===== src/bsa_map.svh =====
// register offsets, field positions, reset values and end-fill codes of the slice array
`ifndef BSA_MAP_SVH
`define BSA_MAP_SVH

`define BSA_OFF_CTRL      4'h0
`define BSA_OFF_STATUS    4'h4
`define BSA_OFF_FILE      4'h8
`define BSA_OFF_AUX       4'hc
`define BSA_ADDR_LSB      2
`define BSA_ADDR_MSB      3

`define BSA_CTRL_RUN      0
`define BSA_CTRL_LOOKAHD  1
`define BSA_CTRL_RESET    2'h0

`define BSA_ST_ZERO       0
`define BSA_ST_OVERFLOW   1
`define BSA_ST_NEGATIVE   2
`define BSA_ST_CARRY      3

`define BSA_SLICE_BITS    4
`define BSA_SLICE_TOP     3

`define BSA_FILL_ZERO     2'h0
`define BSA_FILL_ONE      2'h1
`define BSA_FILL_ROTATE   2'h2
`define BSA_FILL_ARITH    2'h3

`endif


===== src/bsa_pkg.sv =====
// types shared by the slice array: microword fields and status flags
package bsa_pkg;

	typedef enum logic [1:0] {
		BSA_OP_PASS,
		BSA_OP_ADD,
		BSA_OP_SUB,
		BSA_OP_AND
	} bsa_op_t;

	typedef enum logic [1:0] {
		BSA_FILL_ZERO,
		BSA_FILL_ONE,
		BSA_FILL_ROTATE,
		BSA_FILL_ARITH
	} bsa_fill_t;

	// control field of one microword, data word travels beside it
	typedef struct packed {
		logic      shift_direction_bit;
		bsa_fill_t shift_mode_sel;
		bsa_op_t   op;
		logic      slice_carry_in;
		logic      write_file;
		logic      shift_file;
		logic      load_aux;
		logic      shift_aux;
	} bsa_uword_t;

	typedef struct packed {
		logic carry;
		logic negative;
		logic overflow;
		logic zero;
	} bsa_status_t;

endpackage : bsa_pkg


===== src/bsa_array.sv =====
// cascaded four-bit slice array with pipeline register, end shift muxes and status bits
`timescale 1ns/1ps
`include "bsa_map.svh"

module bsa_array #(
	parameter int SLICES = 3
) (
	// clock and reset
	input  wire logic                          clk_i,
	input  wire logic                          rst_i,
	// microprogram store side
	input  wire bsa_pkg::bsa_uword_t           uword_i,
	input  wire logic [SLICES*4-1:0]           data_i,
	// wishbone slave
	input  wire logic                          cyc_i,
	input  wire logic                          stb_i,
	input  wire logic                          we_i,
	input  wire logic [3:0]                    adr_i,
	input  wire logic [3:0]                    sel_i,
	input  wire logic [31:0]                   dat_i,
	output logic      [31:0]                   dat_o,
	output logic                               ack_o,
	// results
	output bsa_pkg::bsa_status_t               status_o,
	output logic      [SLICES*4-1:0]           file_word_o,
	output logic      [SLICES*4-1:0]           aux_word_o
);

	localparam int W = SLICES * `BSA_SLICE_BITS;

	typedef struct packed {
		bsa_pkg::bsa_uword_t  pipe;
		logic [W-1:0]         pipe_data;
		logic [W-1:0]         file_word;
		logic [W-1:0]         aux_word;
		bsa_pkg::bsa_status_t status;
		logic [1:0]           ctrl;
		logic                 ack;
		logic [31:0]          rdata;
	} bsa_state_t;

	bsa_state_t state_reg;
	bsa_state_t state_next;

	// slice nets
	logic [W-1:0]      alu_f;
	logic [SLICES:0]   carry;
	logic [SLICES-1:0] slice_zero;
	logic [SLICES-1:0] slice_ovr;
	logic [SLICES-1:0] slice_g;
	logic [SLICES-1:0] slice_p;
	logic [W-1:0]      file_sh;
	logic [W-1:0]      aux_sh;
	// end shift lines, each with its enable as a three-state pin would have
	logic              file_bottom_shift_line;
	logic              aux_reg_bottom_shift_line;
	logic              file_top_shift_line;
	logic              aux_reg_top_shift_line;
	logic              up_mux_oe;
	logic              down_mux_oe;
	logic              lookahead_carry;

	wire logic          shift_up = state_reg.pipe.shift_direction_bit;
	wire logic [W-1:0]  b_oper   = (state_reg.pipe.op == bsa_pkg::BSA_OP_SUB) ?
		~state_reg.pipe_data : state_reg.pipe_data;

	function automatic logic fill_bit(input bsa_pkg::bsa_fill_t mode, input logic wrap,
		input logic arith);
		unique case (mode)
			bsa_pkg::BSA_FILL_ZERO:   fill_bit = 1'b0;
			bsa_pkg::BSA_FILL_ONE:    fill_bit = 1'b1;
			bsa_pkg::BSA_FILL_ROTATE: fill_bit = wrap;
			bsa_pkg::BSA_FILL_ARITH:  fill_bit = arith;
		endcase
	endfunction : fill_bit

	assign carry[0] = state_reg.pipe.slice_carry_in;

	genvar s;
	generate
		for (s = 0; s < SLICES; s++) begin : g_slice
			localparam int LO = s * `BSA_SLICE_BITS;
			logic [3:0] a;
			logic [3:0] b;
			logic [4:0] sum;
			logic [3:0] low3;
			logic       up_in_f;
			logic       up_in_q;
			logic       dn_in_f;
			logic       dn_in_q;
			assign a    = state_reg.file_word[LO +: 4];
			assign b    = b_oper[LO +: 4];
			assign sum  = {1'b0, a} + {1'b0, b} + {4'h0, carry[s]};
			assign low3 = {1'b0, a[2:0]} + {1'b0, b[2:0]} + {3'h0, carry[s]};
			always_comb begin
				unique case (state_reg.pipe.op)
					bsa_pkg::BSA_OP_PASS: alu_f[LO +: 4] = state_reg.pipe_data[LO +: 4];
					bsa_pkg::BSA_OP_AND:  alu_f[LO +: 4] = a & state_reg.pipe_data[LO +: 4];
					default:              alu_f[LO +: 4] = sum[3:0];
				endcase
			end
			// logic ops leave no carry, so the chain reads zero past them
			assign carry[s+1] = (state_reg.pipe.op == bsa_pkg::BSA_OP_ADD ||
				state_reg.pipe.op == bsa_pkg::BSA_OP_SUB) ? sum[4] : 1'b0;
			assign slice_ovr[s]  = carry[s+1] ^ low3[3];
			assign slice_zero[s] = ~|alu_f[LO +: 4];
			assign slice_g[s]    = carry[s+1] & ~(&(a ^ b));
			assign slice_p[s]    = &(a ^ b);
			// neighbour lines: top of one slice meets bottom of the next
			if (s == 0) begin : g_bot
				assign up_in_f = file_bottom_shift_line;
				assign up_in_q = aux_reg_bottom_shift_line;
			end else begin : g_mid_lo
				assign up_in_f = alu_f[LO-1];
				assign up_in_q = state_reg.aux_word[LO-1];
			end
			if (s == SLICES - 1) begin : g_top
				assign dn_in_f = file_top_shift_line;
				assign dn_in_q = aux_reg_top_shift_line;
			end else begin : g_mid_hi
				assign dn_in_f = alu_f[LO+4];
				assign dn_in_q = state_reg.aux_word[LO+4];
			end
			assign file_sh[LO +: 4] = shift_up ? {alu_f[LO +: 3], up_in_f} :
				{dn_in_f, alu_f[LO+1 +: 3]};
			assign aux_sh[LO +: 4]  = shift_up ? {state_reg.aux_word[LO +: 3], up_in_q} :
				{dn_in_q, state_reg.aux_word[LO+1 +: 3]};
		end
	endgenerate

	// group carry from slice generate and propagate terms
	always_comb begin
		logic c;
		c = carry[0];
		for (int i = 0; i < SLICES; i++) begin
			c = slice_g[i] | (slice_p[i] & c);
		end
		lookahead_carry = c;
	end

	// end multiplexers: only the one chosen by direction drives its lines
	always_comb begin
		up_mux_oe   = shift_up;
		down_mux_oe = ~shift_up;
		file_bottom_shift_line    = 1'b0;
		aux_reg_bottom_shift_line = 1'b0;
		file_top_shift_line       = 1'b0;
		aux_reg_top_shift_line    = 1'b0;
		if (up_mux_oe) begin
			file_bottom_shift_line    = fill_bit(state_reg.pipe.shift_mode_sel, alu_f[W-1],
				state_reg.aux_word[W-1]);
			aux_reg_bottom_shift_line = fill_bit(state_reg.pipe.shift_mode_sel,
				state_reg.aux_word[W-1], 1'b0);
		end
		if (down_mux_oe) begin
			file_top_shift_line    = fill_bit(state_reg.pipe.shift_mode_sel, alu_f[0],
				alu_f[W-1]);
			aux_reg_top_shift_line = fill_bit(state_reg.pipe.shift_mode_sel,
				state_reg.aux_word[0], alu_f[0]);
		end
	end

	wire logic bus_req = cyc_i & stb_i & ~state_reg.ack;
	wire logic run     = state_reg.ctrl[`BSA_CTRL_RUN];

	always_comb begin
		state_next     = state_reg;
		// stopped array loads a no-op so nothing changes while software inspects it
		state_next.pipe      = run ? uword_i : '0;
		state_next.pipe_data = data_i;
		if (state_reg.pipe.write_file) begin
			state_next.file_word = state_reg.pipe.shift_file ? file_sh : alu_f;
		end
		if (state_reg.pipe.load_aux) begin
			state_next.aux_word = alu_f;
		end else if (state_reg.pipe.shift_aux) begin
			state_next.aux_word = aux_sh;
		end
		if (state_reg.pipe.write_file || state_reg.pipe.load_aux) begin
			state_next.status.zero     = &slice_zero;
			state_next.status.overflow = slice_ovr[SLICES-1];
			state_next.status.negative = alu_f[W-1];
			state_next.status.carry    = state_reg.ctrl[`BSA_CTRL_LOOKAHD] ?
				lookahead_carry : carry[SLICES];
		end
		state_next.ack   = bus_req;
		state_next.rdata = 32'h0;
		if (bus_req) begin
			if (we_i && sel_i[0] && adr_i == `BSA_OFF_CTRL) begin
				state_next.ctrl = dat_i[1:0];
			end
			unique case (adr_i)
				`BSA_OFF_CTRL:   state_next.rdata = {30'h0, state_reg.ctrl};
				`BSA_OFF_STATUS: state_next.rdata = {28'h0, state_reg.status};
				`BSA_OFF_FILE:   state_next.rdata = 32'(state_reg.file_word);
				`BSA_OFF_AUX:    state_next.rdata = 32'(state_reg.aux_word);
				default:         state_next.rdata = 32'h0;
			endcase
		end
	end

	always_ff @(posedge clk_i) begin
		if (rst_i) begin
			state_reg      <= '0;
			state_reg.ctrl <= `BSA_CTRL_RESET;
		end else begin
			state_reg <= state_next;
		end
	end

	assign dat_o       = state_reg.rdata;
	assign ack_o       = state_reg.ack;
	assign status_o    = state_reg.status;
	assign file_word_o = state_reg.file_word;
	assign aux_word_o  = state_reg.aux_word;
endmodule : bsa_array


===== config.mk =====
export PLATFORM = sky130hd
export DESIGN_NAME = bsa_array
export DESIGN_NICKNAME = d
export VERILOG_FILES = /design/src/bsa_pkg.sv /design/src/bsa_array.sv
export VERILOG_INCLUDE_DIRS = /design/src
export SDC_FILE = /design/constraint.sdc
export NUM_CORES = 1
export LEC_CHECK = 0
export BUFFER_PORTS_ARGS = -buffer_cell sky130_fd_sc_hd__buf_2
export CAP_MARGIN = 10
export CORE_UTILIZATION = 57
export DETAILED_ROUTE_END_ITERATION = 7
export GPL_TIMING_DRIVEN = 1
export PLACE_DENSITY = 0.85
export SYNTH_ARGS = -nofsm -noshare
export SYNTH_HDL_FRONTEND = slang
export SYNTH_SLANG_ARGS = --single-unit

===== constraint.sdc =====
create_clock -name clk_i -period 8.4 [get_ports clk_i]
set_input_delay 0.42 -clock clk_i [delete_from_list [all_inputs] [get_ports clk_i]]
set_output_delay 0.42 -clock clk_i [all_outputs]
set_load 0.01 [all_outputs]

==> impl_metrics.csv <==
group,metric,value,unit
run_status,status,"complete, no violations",
power_and_ir_drop,ir_drop,0.07524,mV
sta,fin_crit_sh,65.66,%
logic_synthesis,synthCells,505,
floorplanning,rows,31,
sta,worstMarginPinSlew,0.9391,ns
global_routing,antenna_found_initial,0,
cts,cts_tree,"done",
cts,cts_hold_buf,0,
logic_synthesis,ys_seq_area_share,30.03,%
final_layout,final_common_cell,"buf_2",
logic_synthesis,yosys_warnings,0,
global_routing,grt_max_degree,41,
sta,slew_viol_final,0,
placed_design,placed_area,4319,µm²
logic_synthesis,netlist_area,4333,µm²
cts,clk_pin_slew,0.07,ns
placed_design,placed_cells,612,
setup_path,worstRegToRegCells,23,
sta,fin_crit,5.515,ns
sta,whs,0.2577,ns
cts,cts_buffers,9,
placed_design,hpwl,7359,µm
cts,cts_root_buf,"clkbuf_8",
floorplanning,die_w,89.19,µm
cts,h-tree-depth,3,
floorplanning,start_util,59.42,%
cts,insertion_delay,0.35,ns
logic_synthesis,synth_edf_count,0,
final_layout,fin_nets,614,
final_layout,postLayoutCoreUtil,62.46,%
sta,finalHoldViolations,0,
placed_design,place_ws,3.042,ns
floorplanning,die_h,89.19,µm
logic_synthesis,synth_cell_types,70,
power_and_ir_drop,leakage,1.988,nW
global_routing,overflow,0,
setup_path,cp_cell_sequence,"inv_1, ha_1, xor2_1, inv_1, fa_1, inv_1, fa_1, a21o_1, a21oi_1, nor2_1, fa_1, inv_1, fa_1, nor2b_1, o21ai_0, a21oi_1, fa_1, fa_1, xor2_1, a2bb2oi_1, nand2_1, o211ai_1, a311oi_1",
final_layout,layoutNonFillerInstCount,628,
sta,max_slew_margin,37.39,%
floorplanning,dieArea,7954,µm²
routing,wl_per_cell,16.04,µm
final_layout,finalInstanceArea,4554,µm²
global_routing,grt_pass1_wl,15820,µm
setup_path,cpPeakStageDelay,0.60,ns
power_and_ir_drop,p_clk_share,47.0,%
setup_path,crit_type,"flip-flop to flip-flop",
sta,grt_setup_unrepaired,"no",
routing,drt_iter0_markers,464,
routing,detail_route.wirelength,10080,µm
power_and_ir_drop,switchingPower,154.8,µW
placed_design,routabilityCongestion,0.8728,
worst_hold_path,hp-class,"primary input to flip-flop",
cts,cts_resized,0,
final_layout,final_layout_size_suffix_gt1_share,20.98,%
setup_path,cp_slowest_cell,"ha_1",
logic_synthesis,async_flop_share,0,%
power_and_ir_drop,switching_share,22.70,%
final_layout,layout_common_cells,"buf_2, dfxtp_1, nor2_1",
placed_design,port_buffers,74,
logic_synthesis,synth_flop_cell,"dfxtp_1",
cts,post_cts_buffers,0,
sta,fin_ws,2.885,ns
setup_path,cp.arrival,5.71,ns
final_layout,area_growth,5.111,%
power_and_ir_drop,p_total,681.9,µW
routing,ant_nets,0,
routing,remaining_drc_errors,0,
setup_path,path_depth,23,
setup_path,cpMostUsedCell,"fa_1",
routing,first_pass_iters,5,
setup_path,worstSetupStartpointType,"flip-flop",
power_and_ir_drop,power.density,149.7,nW/µm²
routing,via_count,3636,
final_layout,largest_register_ffs,21,
setup_path,crit_buf_inv,4,
power_and_ir_drop,seq_power_share,46.1,%
cts,cts_sinks,65,
routing,viasPerCell,5.790,
sta,fin_tns_setup,0,ns
logic_synthesis,synth-seq-cells,65,
setup_path,cp_max_fo,12,
setup_path,cp_top_family,"adder cells",
power_and_ir_drop,p_int,527.1,µW
setup_path,end_kind,"flip-flop",
flow_run,maxCapViolCount,0,
floorplanning,ios,128,
floorplanning,coreArea,7292,µm²
setup_path,worstPathRequired,8.60,ns
worst_hold_path,hold_path_depth,2,
global_routing,grt_use_total,26.78,%
sta,setup_viol,0,
power_and_ir_drop,combPwrFrac,6.9,%
sta,clock.fmax,181.3,MHz
global_routing,grt_pass1_vias,3224,
sta,skew,0.008935,ns
cts,cts_max_path_buffers,2,
logic_synthesis,syn_avg_cell_area,8.580,µm²
final_layout,antenna_cells,0,
==> layer usage <==
layer / track usage (%) / vias to the layer above / share of wire (%)
met5: 0 / - / 0
met4: 17.89 / 0 / 5.5
met3: 4.986 / 50 / 7.7
met2: 42.19 / 192 / 46
met1: 33.43 / 1671 / 41
li1: - / 1723 / -
==> Yosys cell counts (7+ instances only) <==
cell	count	share of area [%]
mux2i_1	17	3.9
inv_1	18	1.6
buf_4	61	11
a21oi_1	33	3.8
nand2_1	26	2.3
xor2_1	14	2.8
dfxtp_1	65	30
nand2b_1	10	1.4
ha_1	17	4.9
mux2_2	7	1.8
nor2b_1	16	2.3
o21ai_0	10	1.2
a211oi_1	11	1.9
clkbuf_1	17	1.5
nand3_1	8	0.92
and2_1	11	1.6
a22oi_1	12	2.1
nor2_1	50	4.3
==> kinds of logic after synthesis <==
| kind of cell | synth area share [%] |
|---|---|
| and+or+nand+nor | 16.84 |
| AOI/OAI and AO/OA | 21.20 |
| buffers and inverters | 15.19 |
| DFF | 30.03 |
| muxes | 5.746 |
| adders and majority gates | 7.681 |
| xor gates and xnor gates | 3.234 |
| other | 0.08655 |
==> power by group through the flow <==
stage                     logic, mW  clock network, mW  registers, mW
after floorplan              0.0387                  0          0.321
after global placement       0.0449                  0          0.321
after detailed placement     0.0462                  0          0.321
after CTS                    0.0465              0.321          0.314
after global routing         0.0526              0.338          0.314
final                        0.0470              0.321          0.314
==> final cells by class <==
cell class / count / area (µm²)
Sequential cell: 65 / 1301
Inverter: 19 / 71.32
Clock buffer: 11 / 131.4
Timing Repair Buffer: 75 / 377.9
Tap cell: 99 / 123.9
Multi-Input combinational cell: 354 / 2445
Clock inverter: 5 / 103.9
Fill cell: 643 / 2738
==> worst register-to-register path, cell delays in order (launching register included) <==
cell	delay (ns)
dfxtp_1	0.31
inv_1	0.07
ha_1	0.60
xor2_1	0.20
inv_1	0.11
fa_1	0.17
inv_1	0.06
fa_1	0.41
a21o_1	0.18
a21oi_1	0.21
nor2_1	0.09
fa_1	0.40
inv_1	0.09
fa_1	0.22
nor2b_1	0.05
o21ai_0	0.16
a21oi_1	0.14
fa_1	0.42
fa_1	0.42
xor2_1	0.18
a2bb2oi_1	0.52
nand2_1	0.12
o211ai_1	0.12
a311oi_1	0.11
==> final timing paths <==
check / end / slack, ns / start
max: file_word_o[9] / 2.88 / state_reg[80]
min: state_reg[80] / 0.26 / uword_i[5]
max reg2reg: file_word_o[9] / 2.88 / state_reg[80]
min reg2reg: ack_o / 0.46 / ack_o
No activity file was read; power rests on OpenSTA's default activity.
